## src/verilog/prf_pkg.sv

```systemverilog
// package of constants for the per-module reset fanout
package prf_pkg;
  localparam int CORE_N       = 5;
  localparam int CORE_PERIPH  = 0;
  localparam int CORE_SAFETY  = 1;
  localparam int CORE_CHECKER = 2;
  localparam int CORE_COMPUTE = 3;
  localparam int CORE_SECURE  = 4;
  localparam int PRST_W       = 256;
  // peripheral reset bit positions
  localparam int SPI_N        = 8;
  localparam int SPI_IDX [SPI_N] = '{99, 98, 227, 226, 97, 225, 96, 93};
  localparam int TWI_N        = 2;
  localparam int TWI_IDX [TWI_N] = '{101, 229};
  localparam int PIT_N        = 2;
  localparam int PIT_IDX [PIT_N] = '{30, 31};
  localparam int LIN_N        = 6;
  localparam int LIN_IDX [LIN_N] = '{92, 91, 220, 85, 213, 84};
  localparam int PSI_N        = 3;
  localparam int PSI_IDX [PSI_N] = '{111, 239, 162};
  localparam int SENT_N       = 2;
  localparam int SENT_IDX [SENT_N] = '{104, 232};
  localparam int DMX_IDX      = 36;
  localparam int BC_N         = 2;
  localparam int BC_IDX [BC_N] = '{107, 235};
  localparam int LINK_IDX     = 11;
  localparam int TMI_IDX      = 128;
  // widths and post-reset values
  localparam int TCR_W        = 16;
  localparam int BAUD_W       = 20;
  localparam int PSI_CH_N     = 4;
  localparam int SENT_CH_N    = 8;
  localparam int DMX_CH_N     = 16;
  localparam logic [TCR_W-1:0]  TCR_RST  = 16'h0000;
  localparam logic [BAUD_W-1:0] BAUD_RST = 20'h0_0000;
  localparam logic              LIN_TX_RECESSIVE = 1'b1;
endpackage : prf_pkg

```

## src/verilog/prf_fanout.sv

```systemverilog
// per-module reset fanout with post-reset control state of each receiving unit
`timescale 1ns/1ps
module prf_fanout (
  input  wire logic                               clock_i,
  input  wire logic                               rst_n_i,
  input  wire logic [prf_pkg::CORE_N-1:0]         core_reset_vector_i,
  input  wire logic [prf_pkg::PRST_W-1:0]         peripheral_reset_bits_i,
  output logic      [prf_pkg::CORE_N-1:0]         core_reset_o,
  output logic                                    lockstep_compare_event_o,
  // serial peripheral ports
  input  wire logic [prf_pkg::SPI_N-1:0]          spi_disable_wr_i,
  input  wire logic [prf_pkg::SPI_N-1:0]          spi_disable_val_i,
  input  wire logic [prf_pkg::SPI_N-1:0]          spi_halt_wr_i,
  input  wire logic [prf_pkg::SPI_N-1:0]          spi_halt_val_i,
  input  wire logic [prf_pkg::SPI_N-1:0]          spi_frame_done_i,
  output logic      [prf_pkg::SPI_N-1:0]          spi_module_disable_o,
  output logic      [prf_pkg::SPI_N-1:0]          spi_halt_o,
  output logic      [prf_pkg::SPI_N-1:0]          spi_run_o,
  output logic      [prf_pkg::SPI_N*prf_pkg::TCR_W-1:0] transfer_count_register_o,
  // two-wire ports
  input  wire logic [prf_pkg::TWI_N-1:0]          twi_disable_wr_i,
  input  wire logic [prf_pkg::TWI_N-1:0]          twi_disable_val_i,
  output logic      [prf_pkg::TWI_N-1:0]          twi_module_disable_o,
  output logic      [prf_pkg::TWI_N-1:0]          twi_core_reset_o,
  output logic      [prf_pkg::TWI_N-1:0]          twi_reg_access_ok_o,
  // periodic timers
  input  wire logic [prf_pkg::PIT_N-1:0]          pit_disable_wr_i,
  input  wire logic [prf_pkg::PIT_N-1:0]          pit_disable_val_i,
  input  wire logic [prf_pkg::PIT_N-1:0]          pit_irq_raw_i,
  input  wire logic [prf_pkg::PIT_N-1:0]          pit_dma_raw_i,
  output logic      [prf_pkg::PIT_N-1:0]          pit_module_disable_o,
  output logic      [prf_pkg::PIT_N-1:0]          pit_clock_en_o,
  output logic      [prf_pkg::PIT_N-1:0]          pit_irq_o,
  output logic      [prf_pkg::PIT_N-1:0]          pit_dma_req_o,
  // lin controllers
  input  wire logic [prf_pkg::LIN_N-1:0]          lin_init_wr_i,
  input  wire logic [prf_pkg::LIN_N-1:0]          lin_init_val_i,
  input  wire logic [prf_pkg::LIN_N-1:0]          lin_baud_wr_i,
  input  wire logic [prf_pkg::BAUD_W-1:0]         lin_baud_val_i,
  input  wire logic [prf_pkg::LIN_N-1:0]          lin_tx_raw_i,
  output logic      [prf_pkg::LIN_N-1:0]          lin_control_first_init_o,
  output logic      [prf_pkg::LIN_N*prf_pkg::BAUD_W-1:0] lin_baud_integer_o,
  output logic      [prf_pkg::LIN_N-1:0]          lin_clock_en_o,
  output logic      [prf_pkg::LIN_N-1:0]          lin_bus_active_o,
  output logic      [prf_pkg::LIN_N-1:0]          lin_transmit_output_o,
  // psi5 units
  input  wire logic [prf_pkg::PSI_N-1:0]          psi_gdis_wr_i,
  input  wire logic [prf_pkg::PSI_N-1:0]          psi_gdis_val_i,
  input  wire logic [prf_pkg::PSI_N-1:0]          psi_ch_wr_i,
  input  wire logic [prf_pkg::PSI_CH_N-1:0]       psi_ch_val_i,
  output logic      [prf_pkg::PSI_N-1:0]          psi_global_disable_req_o,
  output logic      [prf_pkg::PSI_N*prf_pkg::PSI_CH_N-1:0] psi_channel_on_o,
  output logic      [prf_pkg::PSI_N-1:0]          psi_counters_run_o,
  // sent units
  input  wire logic [prf_pkg::SENT_N-1:0]         sent_gen_wr_i,
  input  wire logic [prf_pkg::SENT_N-1:0]         sent_gen_val_i,
  input  wire logic [prf_pkg::SENT_N-1:0]         sent_ch_wr_i,
  input  wire logic [prf_pkg::SENT_CH_N-1:0]      sent_ch_val_i,
  output logic      [prf_pkg::SENT_N-1:0]         sent_global_on_o,
  output logic      [prf_pkg::SENT_N*prf_pkg::SENT_CH_N-1:0] sent_channel_on_o,
  // dma channel multiplexer
  input  wire logic                               dmx_ch_wr_i,
  input  wire logic [prf_pkg::DMX_CH_N-1:0]       dmx_ch_val_i,
  input  wire logic [prf_pkg::DMX_CH_N-1:0]       dmx_req_raw_i,
  output logic      [prf_pkg::DMX_CH_N-1:0]       dmx_channel_on_o,
  output logic      [prf_pkg::DMX_CH_N-1:0]       dmx_req_o,
  // time-triggered bus controllers
  input  wire logic [prf_pkg::BC_N-1:0]           bc_on_wr_i,
  input  wire logic [prf_pkg::BC_N-1:0]           bc_on_val_i,
  output logic      [prf_pkg::BC_N-1:0]           bus_controller_on_o,
  // serial inter-processor link
  input  wire logic                               link_on_wr_i,
  input  wire logic                               link_on_val_i,
  input  wire logic                               link_tx_raw_i,
  input  wire logic                               link_rx_raw_i,
  output logic                                    link_module_on_o,
  output logic                                    link_tx_active_o,
  output logic                                    link_rx_active_o,
  // timer module interface
  input  wire logic                               tmi_disable_wr_i,
  input  wire logic                               tmi_disable_val_i,
  output logic                                    tmi_module_disable_o,
  output logic                                    tmi_clock_en_o
);
  import prf_pkg::*;

  // synchronised reset requests; the first stage is read only by the second
  logic [CORE_N-1:0] core_s1;
  logic [CORE_N-1:0] core_s2;
  logic [PRST_W-1:0] prst_s1;
  logic [PRST_W-1:0] prst;

  // reset requests come from another block's registers on an unknown timing
  always_ff @(posedge clock_i or negedge rst_n_i) begin
    if (!rst_n_i) begin
      core_s1 <= '0;
      core_s2 <= '0;
      prst_s1 <= '0;
      prst    <= '0;
    end else begin
      core_s1 <= core_reset_vector_i;
      core_s2 <= core_s1;
      prst_s1 <= peripheral_reset_bits_i;
      prst    <= prst_s1;
    end
  end

  // core resets pass straight, one line per core
  always_ff @(posedge clock_i or negedge rst_n_i) begin
    if (!rst_n_i) begin
      core_reset_o             <= '0;
      lockstep_compare_event_o <= 1'b0;
    end else begin
      core_reset_o             <= core_s2;
      // the checker event fires without software help when the safety core, the checker core or both are in reset
      lockstep_compare_event_o <= core_s2[CORE_SAFETY] ^ core_s2[CORE_CHECKER] |
                                  core_s2[CORE_SAFETY] & core_s2[CORE_CHECKER];
    end
  end

  // serial peripheral ports
  logic [SPI_N-1:0] spi_dis;
  logic [SPI_N-1:0] spi_halt;
  logic [TCR_W-1:0] spi_tcr [SPI_N];
  always_ff @(posedge clock_i or negedge rst_n_i) begin
    if (!rst_n_i) begin
      spi_dis  <= '0;
      spi_halt <= '1;
      for (int i = 0; i < SPI_N; i++) begin
        spi_tcr[i] <= TCR_RST;
      end
    end else begin
      for (int i = 0; i < SPI_N; i++) begin
        if (prst[SPI_IDX[i]]) begin
          spi_dis[i]  <= 1'b0;
          spi_halt[i] <= 1'b1;
          spi_tcr[i]  <= TCR_RST;
        end else begin
          if (spi_disable_wr_i[i]) spi_dis[i] <= spi_disable_val_i[i];
          if (spi_halt_wr_i[i]) spi_halt[i] <= spi_halt_val_i[i];
          if (spi_frame_done_i[i] && !spi_dis[i] && !spi_halt[i]) spi_tcr[i] <= spi_tcr[i] + 1'b1;
        end
      end
    end
  end
  always_comb begin
    spi_module_disable_o = spi_dis;
    spi_halt_o           = spi_halt;
    spi_run_o            = ~spi_dis & ~spi_halt;
    for (int i = 0; i < SPI_N; i++) begin
      transfer_count_register_o[i*TCR_W +: TCR_W] = spi_tcr[i];
    end
  end

  // two-wire ports: disable holds the interface, not the register file
  logic [TWI_N-1:0] twi_dis;
  always_ff @(posedge clock_i or negedge rst_n_i) begin
    if (!rst_n_i) begin
      twi_dis <= '1;
    end else begin
      for (int i = 0; i < TWI_N; i++) begin
        if (prst[TWI_IDX[i]]) twi_dis[i] <= 1'b1;
        else if (twi_disable_wr_i[i]) twi_dis[i] <= twi_disable_val_i[i];
      end
    end
  end
  assign twi_module_disable_o = twi_dis;
  assign twi_core_reset_o     = twi_dis;
  // register file sits outside the disable, so software access is never refused
  assign twi_reg_access_ok_o  = {TWI_N{1'b1}};

  // periodic timers: disable gates the clock, so no events leave
  logic [PIT_N-1:0] pit_dis;
  always_ff @(posedge clock_i or negedge rst_n_i) begin
    if (!rst_n_i) begin
      pit_dis <= '1;
    end else begin
      for (int i = 0; i < PIT_N; i++) begin
        if (prst[PIT_IDX[i]]) pit_dis[i] <= 1'b1;
        else if (pit_disable_wr_i[i]) pit_dis[i] <= pit_disable_val_i[i];
      end
    end
  end
  assign pit_module_disable_o = pit_dis;
  // combinational gating blocks events from the first disabled cycle
  assign pit_clock_en_o       = ~pit_dis;
  assign pit_irq_o            = pit_irq_raw_i & ~pit_dis;
  assign pit_dma_req_o        = pit_dma_raw_i & ~pit_dis;

  // lin controllers: no enable bit, zero divisor keeps the lin clock off
  logic [LIN_N-1:0]  lin_init;
  logic [BAUD_W-1:0] lin_baud [LIN_N];
  always_ff @(posedge clock_i or negedge rst_n_i) begin
    if (!rst_n_i) begin
      lin_init <= '0;
      for (int i = 0; i < LIN_N; i++) begin
        lin_baud[i] <= BAUD_RST;
      end
    end else begin
      for (int i = 0; i < LIN_N; i++) begin
        if (prst[LIN_IDX[i]]) begin
          lin_init[i] <= 1'b0;
          lin_baud[i] <= BAUD_RST;
        end else begin
          if (lin_init_wr_i[i]) lin_init[i] <= lin_init_val_i[i];
          if (lin_baud_wr_i[i]) lin_baud[i] <= lin_baud_val_i;
        end
      end
    end
  end
  // transmit pin is a data output, so it is registered
  always_ff @(posedge clock_i or negedge rst_n_i) begin
    if (!rst_n_i) begin
      lin_transmit_output_o <= {LIN_N{LIN_TX_RECESSIVE}};
    end else begin
      for (int i = 0; i < LIN_N; i++) begin
        lin_transmit_output_o[i] <= lin_init[i] || prst[LIN_IDX[i]] ? LIN_TX_RECESSIVE : lin_tx_raw_i[i];
      end
    end
  end
  always_comb begin
    for (int i = 0; i < LIN_N; i++) begin
      lin_baud_integer_o[i*BAUD_W +: BAUD_W] = lin_baud[i];
      lin_clock_en_o[i]   = |lin_baud[i];
      lin_bus_active_o[i] = !lin_init[i] && (|lin_baud[i]);
    end
  end
  assign lin_control_first_init_o = lin_init;

  // psi5 units
  logic [PSI_N-1:0]    psi_gdis;
  logic [PSI_CH_N-1:0] psi_ch [PSI_N];
  always_ff @(posedge clock_i or negedge rst_n_i) begin
    if (!rst_n_i) begin
      psi_gdis <= '1;
      for (int i = 0; i < PSI_N; i++) begin
        psi_ch[i] <= '0;
      end
    end else begin
      for (int i = 0; i < PSI_N; i++) begin
        if (prst[PSI_IDX[i]]) begin
          psi_gdis[i] <= 1'b1;
          psi_ch[i]   <= '0;
        end else begin
          if (psi_gdis_wr_i[i]) psi_gdis[i] <= psi_gdis_val_i[i];
          if (psi_ch_wr_i[i]) psi_ch[i] <= psi_ch_val_i;
        end
      end
    end
  end
  always_comb begin
    for (int i = 0; i < PSI_N; i++) begin
      psi_channel_on_o[i*PSI_CH_N +: PSI_CH_N] = psi_ch[i];
    end
  end
  assign psi_global_disable_req_o = psi_gdis;
  assign psi_counters_run_o       = ~psi_gdis;

  // sent units; parameter setup before enabling is left to software
  logic [SENT_N-1:0]    sent_gen;
  logic [SENT_CH_N-1:0] sent_ch [SENT_N];
  always_ff @(posedge clock_i or negedge rst_n_i) begin
    if (!rst_n_i) begin
      sent_gen <= '0;
      for (int i = 0; i < SENT_N; i++) begin
        sent_ch[i] <= '0;
      end
    end else begin
      for (int i = 0; i < SENT_N; i++) begin
        if (prst[SENT_IDX[i]]) begin
          sent_gen[i] <= 1'b0;
          sent_ch[i]  <= '0;
        end else begin
          if (sent_gen_wr_i[i]) sent_gen[i] <= sent_gen_val_i[i];
          if (sent_ch_wr_i[i]) sent_ch[i] <= sent_ch_val_i;
        end
      end
    end
  end
  always_comb begin
    for (int i = 0; i < SENT_N; i++) begin
      sent_channel_on_o[i*SENT_CH_N +: SENT_CH_N] = sent_ch[i];
    end
  end
  assign sent_global_on_o = sent_gen;

  // dma channel multiplexer
  logic [DMX_CH_N-1:0] dmx_ch;
  always_ff @(posedge clock_i or negedge rst_n_i) begin
    if (!rst_n_i) begin
      dmx_ch <= '0;
    end else if (prst[DMX_IDX]) begin
      dmx_ch <= '0;
    end else if (dmx_ch_wr_i) begin
      dmx_ch <= dmx_ch_val_i;
    end
  end
  assign dmx_channel_on_o = dmx_ch;
  // requests pass only for enabled channels, so a reset stops transfers from the edge that clears dmx_ch
  assign dmx_req_o        = dmx_req_raw_i & dmx_ch;

  // bus controllers: enable is sticky, only the reset line clears it
  logic [BC_N-1:0] bc_on;
  always_ff @(posedge clock_i or negedge rst_n_i) begin
    if (!rst_n_i) begin
      bc_on <= '0;
    end else begin
      for (int i = 0; i < BC_N; i++) begin
        if (prst[BC_IDX[i]]) bc_on[i] <= 1'b0;
        else if (bc_on_wr_i[i] && bc_on_val_i[i]) bc_on[i] <= 1'b1;
      end
    end
  end
  assign bus_controller_on_o = bc_on;

  // inter-processor link: activity gated at once by the reset line too
  logic link_on;
  always_ff @(posedge clock_i or negedge rst_n_i) begin
    if (!rst_n_i) begin
      link_on <= 1'b0;
    end else if (prst[LINK_IDX]) begin
      link_on <= 1'b0;
    end else if (link_on_wr_i) begin
      link_on <= link_on_val_i;
    end
  end
  assign link_module_on_o = link_on;
  assign link_tx_active_o = link_tx_raw_i & link_on & ~prst[LINK_IDX];
  assign link_rx_active_o = link_rx_raw_i & link_on & ~prst[LINK_IDX];

  // timer module interface: clock gate only, state frozen not cleared
  logic tmi_dis;
  always_ff @(posedge clock_i or negedge rst_n_i) begin
    if (!rst_n_i) begin
      tmi_dis <= 1'b1;
    end else if (prst[TMI_IDX]) begin
      tmi_dis <= 1'b1;
    end else if (tmi_disable_wr_i) begin
      tmi_dis <= tmi_disable_val_i;
    end
  end
  assign tmi_module_disable_o = tmi_dis;
  assign tmi_clock_en_o       = ~tmi_dis;
endmodule : prf_fanout

```

## config.mk

```make
export PLATFORM = sky130hd
export DESIGN_NAME = prf_fanout
export DESIGN_NICKNAME = d
export VERILOG_FILES = /design/src/verilog/prf_pkg.sv /design/src/verilog/prf_fanout.sv
export SDC_FILE = /design/constraint.sdc
export NUM_CORES = 1
export LEC_CHECK = 0
export BUFFER_PORTS_ARGS = -buffer_cell sky130_fd_sc_hd__buf_2
export CAP_MARGIN = 20
export CORE_AREA = 2 2 316 318
export DETAILED_ROUTE_END_ITERATION = 10
export DIE_AREA = 0 0 318 320
export GPL_ROUTABILITY_DRIVEN = 0
export PLACE_DENSITY = 0.48
export SLEW_MARGIN = 20
export SYNTH_ARGS = -nofsm -noshare
export SYNTH_HDL_FRONTEND = slang
export SYNTH_SLANG_ARGS = --single-unit
```

## constraint.sdc

```tcl
create_clock -name clock_i -period 3.77 [get_ports clock_i]
set_input_delay 0.5655 -clock clock_i [delete_from_list [all_inputs] [get_ports clock_i]]
set_output_delay 0.5655 -clock clock_i [all_outputs]
set_load 0.005 [all_outputs]
```

After elaboration in Yosys (flattened, before gate mapping)
Cells that the tools add are included. W data, S select, Z words.

Register bits: 829. Bits of input ports: 429. Output and inout port bits: 391. Logic and storage cells: 316.

$add $sub $neg: 8. Multiplexer cells: 116. Bitwise logic cells: 17. Reductions and logical operators: 113.

Operators by type and width (number): $mux W16 (18); $mux W20 (12); $add A16 B1 Y16 const B (8); $reduce_or A20 Y1 (6); $reduce_bool A2 Y1 (55); $mux W1 (76); $mux W8 (4); $logic_and A1 B1 Y1 (24); $mux W4 (6); $logic_not A1 Y1 (22); $and A16 B16 Y16 (1); $not A8 Y8 (2); $and A8 B8 Y8 (1); $logic_or A1 B1 Y1 (6); $and A1 B1 Y1 (5); $and A2 B2 Y2 (2); $not A3 Y3 (1); $not A1 Y1 (2); $not A2 Y2 (1); $or A1 B1 Y1 (1); $xor A1 B1 Y1 (1).

Longest topological paths before layout
Depth after elaboration: 5. Depth in mapped cells: 6. Mapped depth without buffers: 5.

Worst setup path after synthesis
Ideal clock, no wire load.

Path kind: input-to-reg. From: input port spi_frame_done_i[1] in the netlist's numbering. To: register spi_tcr (netlist bit transfer_count_register_o[31]). Library setup time: 0.125 ns. Arrival: 2.102 ns. Data required time: 3.645 ns. Setup slack: 1.544 ns. Cell stages on the path: 6. Path buffers: 2. Cells stage by stage: or3b_2 -> clkbuf_1 -> or2_2 -> clkbuf_1 -> nor4_1 -> mux2_2.

Cells in the longest elaborated chain, start to end: 3.

RTL lines: from (decl) (RTL line prf_fanout.sv:15) `input wire logic [prf_pkg::SPI_N-1:0] spi_frame_done_i,`; $logic_and A1 B1 Y1 (2 in series) (RTL line prf_fanout.sv:141) `if (spi_frame_done_i[i] && !spi_dis[i] && !spi_halt[i]) spi_tcr[i] <= spi_tcr[i] + 1'b1;`; $reduce_bool A2 Y1 (no line); to (signal, indexed assignment) (RTL line prf_fanout.sv:141); to (decl) (RTL line prf_fanout.sv:124) `logic [TCR_W-1:0] spi_tcr [SPI_N];`.

No other way between the ends. A chain may end at the register's enable or synchronous reset.

Final worst setup path
From: register lin_baud (netlist bit lin_baud_integer_o[65]). To: output port lin_bus_active_o[3] in the netlist's numbering.

Cells in the longest elaborated chain, start to end: 2.

RTL lines: from (decl) (RTL line prf_fanout.sv:192) `logic [BAUD_W-1:0] lin_baud [LIN_N];`; from (signal, indexed assignment) (RTL line prf_fanout.sv:206) `if (lin_baud_wr_i[i]) lin_baud[i] <= lin_baud_val_i;`; $reduce_or A20 Y1 (RTL line prf_fanout.sv:225) `lin_bus_active_o[i] = !lin_init[i] && (|lin_baud[i]);`; $logic_and A1 B1 Y1 (RTL line prf_fanout.sv:225); to (decl) (RTL line prf_fanout.sv:44) `output logic [prf_pkg::LIN_N-1:0] lin_bus_active_o,`.

No other way between the ends.

==> run summary <==
For the total negative slack, the log shows 0 ns. The largest individual stage delay along the critical path comes from the cell sky130_fd_sc_hd__nor4_1. Timing would allow up to 0.307 GHz.

The first detailed-routing pass took 5 iterations. The run gives 0 as the number of buffers added for setup after CTS. Summed over all nets, the half-perimeter wirelength after detailed placement is 42.9 mm. The number of endpoints with negative hold slack in the final report was 0. The tools report the maximum number of pins on one net before global-route repair as 87. Summed over all layers, the routed wires come to 57.0 mm.

By startpoint and endpoint, the worst setup path is classified as flip-flop to output pin. CTS saw 405 sinks. The overall die width was 318 um.

The later pin in the worst-skew pair is clocked with a latency of 0.60 ns. The synthesized netlist occupies a cell area of 16,900 um2. Sequential element share of the synthesized area: 0.602. Die boundary height: 320 um.

The logs give 13,154 for the via count of the first global-routing pass and 0.0670 ns for the minimum hold slack. The tools report the maximum ir drop on the vdd rail as 0.000285 V. For the final database, setup skew stands at 0.00924 ns. The floorplan step defined a die boundary enclosing 102,000 um2.

The number of cells traversed by the worst register-to-register path is 4. In this run the tool buffered the top-level ports with 589 buffer cells. Setup repair after global routing left no endpoint under its margin. The initial core utilization was 0.172; the maximum fanout along the worst path was 3. The total count of max-transition violations in the final report is 0. For this block, the initial DRC count from the detailed router was 598.

The number of I/O pins was 820. The worst hold path depth works out to 1. The filler cell count is 10,598, and the number of flops mapped to enable cells by yosys is 0.

Synthesized area per cell: 11.4 um2. Data on the critical path arrives at its endpoint at 2.69 ns. The share of the clock period used by the worst path after layout was 0.863.

For the count of distinct cell types in the synthesized netlist, the log shows 48. The run gives 0.235 as the core utilization of the finished layout. For this design the ratio of total power to cell area is 459 nW/um2. In the post-route analysis, the smallest setup slack over all paths is 0.516 ns. The tools report the headroom to the max-slew limit as 0.280. CTS built an H-tree with a depth of 2. The total overflow left after global routing is 0. For this run, design rule violations remaining after detail routing come to 0. The tools report the number of gates given a new drive strength after cts as 0.

The flow ran to the end, and the final reports show no timing, DRC or antenna violations. The total clock buffers created by CTS is 48, and the total core area is 98,000 um2. After synthesis the netlist holds a flip-flop and latch count of 405.

The deepest clock path buffer count was 3; the fraction of layout cells with a size suffix above 1 was 0.346. For the leakage power of the design, the log shows 11.5 nW. For the residual antenna-violating net count after detailed routing, the log shows 0. In the synthesized netlist the dominant register cell turns out to be sky130_fd_sc_hd__dfrtp_1. The cell sitting at the root of the clock tree is a sky130_fd_sc_hd__clkbuf_16. Max-cap violations in this run came to 0. Across all layers, the routed design uses 13,462 vias.

The cts-stage hold buffer count was 1. The final net count is 2,512, and the required arrival time at the worst endpoint is 3.20 ns. The signed area change from the synthesized netlist to the final layout is 36.6%. The proportion of register bits with asynchronous set or reset after synthesis is 1.00, and the slew at the pin closest to its max-slew limit is 1.08 ns. The first global-routing pass estimated 84.9 mm of wire. For the register-to-register setup slack, the log shows 1.56 ns. The tools report the total track usage as 0.108. The type of element launching the critical path is a flip-flop. After clock tree synthesis, the clock-pin slew on the worst setup and hold paths is 0.06 ns. The mean number of vias per cell came out at 3.95.

TritonCTS built the clock tree. In the final routed layout, each cell accounts on average for 16.7 um. The tools report the total setup violations reported at the end of the flow as 0.

The minimum clock period after layout came out at 3.25 ns. The signal on the critical path passes through nor4_1 > nand3_1 > nor2b_1 > buf_2. In this design, the stage delay of the slowest critical-path cell is 0.86 ns.

Summing internal, switching and leakage power gives 0.0106 W. OpenSTA, run right after detailed placement, puts the worst setup slack at 1.20 ns. The path class of the tightest hold or removal check is primary input to flip-flop. STA classifies the critical path endpoint as an output pin. After technology mapping, the gate count stands at 1,484. The standard-cell row count is 115, and the number of antenna violations at the first check in global routing is 5.

The number of warnings reported in the yosys synthesis log was 0.
==> state kept, by name (all words and copies together) (netlist names), 3 cells and up <==
signal and count:
dmx_channel_on_o 16, spi_module_disable_o 8, core_s2 5, prst 28, spi_halt_o 8, psi_channel_on_o 12, sent_channel_on_o 16, transfer_count_register_o 128
psi_global_disable_req_o 3, prst_s1 28, core_s1 5, core_reset_o 5, lin_baud_integer_o 120, lin_transmit_output_o 6, lin_control_first_init_o 6
==> metal layers <==
| metal | track usage | share of wire | vias up |
|---|---|---|---|
| met3 | 0.0371 | 0.080 | 72 |
| li1 | - | - | 6333 |
| met2 | 0.165 | 0.45 | 457 |
| met4 | 0.0343 | 0.025 | 4 |
| met5 | 0 | 0.00037 | - |
| met1 | 0.142 | 0.45 | 6596 |
==> critical path, delay by kind of cell, from the launching register on <==
kind / cells / cell delay, ns
buffers and inverters: 1 / 0.12
flip-flops: 1 / 0.41
AND/OR/NAND/NOR: 3 / 1.55
==> through the flow <==
| step | std cells | instance area [um2] |
|---|---|---|
| after floorplan | 1485 | 16900 |
| after global placement | 3311 | 21300 |
| after detailed placement | 3311 | 21300 |
| after CTS | 3401 | 23000 |
| after global routing | 3404 | 23100 |
| final | 3404 | 23100 |
==> cell usage in the layout, fill, tap and decap left out, drive strengths merged, types with 8 or more instances in the layout <==
master,netlist,final
buf,19,604
dfrtp,383,383
nor2,274,274
mux2i,182,182
clkbuf,46,71
nand2,51,51
nand3,50,50
a21oi,50,50
xor2,44,44
nor4,42,42
xnor2,34,34
nand4,30,30
or3,30,30
o21ai,28,28
inv,25,26
and3,25,25
and2,23,23
dfstp,22,22
nor2b,21,21
or4,14,14
nor3,12,12
a211o,10,10
clkinv,0,10
o31ai,9,9
ha,8,8
==> path summary, 6_finish.rpt <==
check | start | end
min in group asynchronous | rst_n_i | lin_baud_integer_o[73]
max | lin_baud_integer_o[65] | lin_bus_active_o[3]
max reg2reg | spi_module_disable_o[3] | transfer_count_register_o[63]
min | peripheral_reset_bits_i[220] | prst_s1[220]
min reg2reg | prst_s1[227] | prst[227]
max in group asynchronous | rst_n_i | lin_baud_integer_o[94]
==> Yosys cell counts (10+ instances only) <==
cell	instances	area [um2]
sky130_fd_sc_hd__a211o_1	10	87.6
sky130_fd_sc_hd__a21oi_1	50	250
sky130_fd_sc_hd__and2_1	23	144
sky130_fd_sc_hd__and3_1	25	156
sky130_fd_sc_hd__buf_1	10	37.5
sky130_fd_sc_hd__clkbuf_1	46	173
sky130_fd_sc_hd__dfrtp_1	383	9580
sky130_fd_sc_hd__dfstp_2	22	578
sky130_fd_sc_hd__inv_1	25	93.8
sky130_fd_sc_hd__mux2i_1	182	1820
sky130_fd_sc_hd__nand2_1	51	191
sky130_fd_sc_hd__nand3_1	50	250
sky130_fd_sc_hd__nand4_1	30	188
sky130_fd_sc_hd__nor2_1	274	1030
sky130_fd_sc_hd__nor2b_1	21	131
sky130_fd_sc_hd__nor3_1	12	60.1
sky130_fd_sc_hd__nor4_1	42	263
sky130_fd_sc_hd__o21ai_0	28	140
sky130_fd_sc_hd__or3_1	28	175
sky130_fd_sc_hd__xnor2_1	34	298
sky130_fd_sc_hd__xor2_1	44	385
==> power by group <==
group | switching, W | leakage, nW | internal [W]
Clock | 0.00194 | 0.851 | 0.00309
Combinational | 0.000446 | 5.39 | 0.000366
Sequential | 0.000195 | 5.28 | 0.00453
Total | 0.00258 | 11.5 | 0.00799
==> kinds of logic after synthesis <==
family          after synthesis  share of synthesized area
compound gates              111                     0.0393
fa+ha+maj                     8                    0.00593
mux                         183                      0.109
other cells                   1                   0.000222
buf+inv                      90                     0.0228
flops                       405                      0.602
simple gates                608                      0.181
xor+xnor                     78                     0.0405
==> cell type report <==
class                   instances  area (um2)  share of cell area
clock inverters                18         265              0.0115
well taps                    1287        1610              0.0698
diodes                          3        7.51            0.000326
repair buffers                605        3120               0.135
clock buffers                  71        1460              0.0633
flip-flops and latches        405       10200               0.441
multi-input cells             990        6340               0.275
inverters                      25        93.8             0.00407
Note: power is estimated with default switching activity, not from simulation.
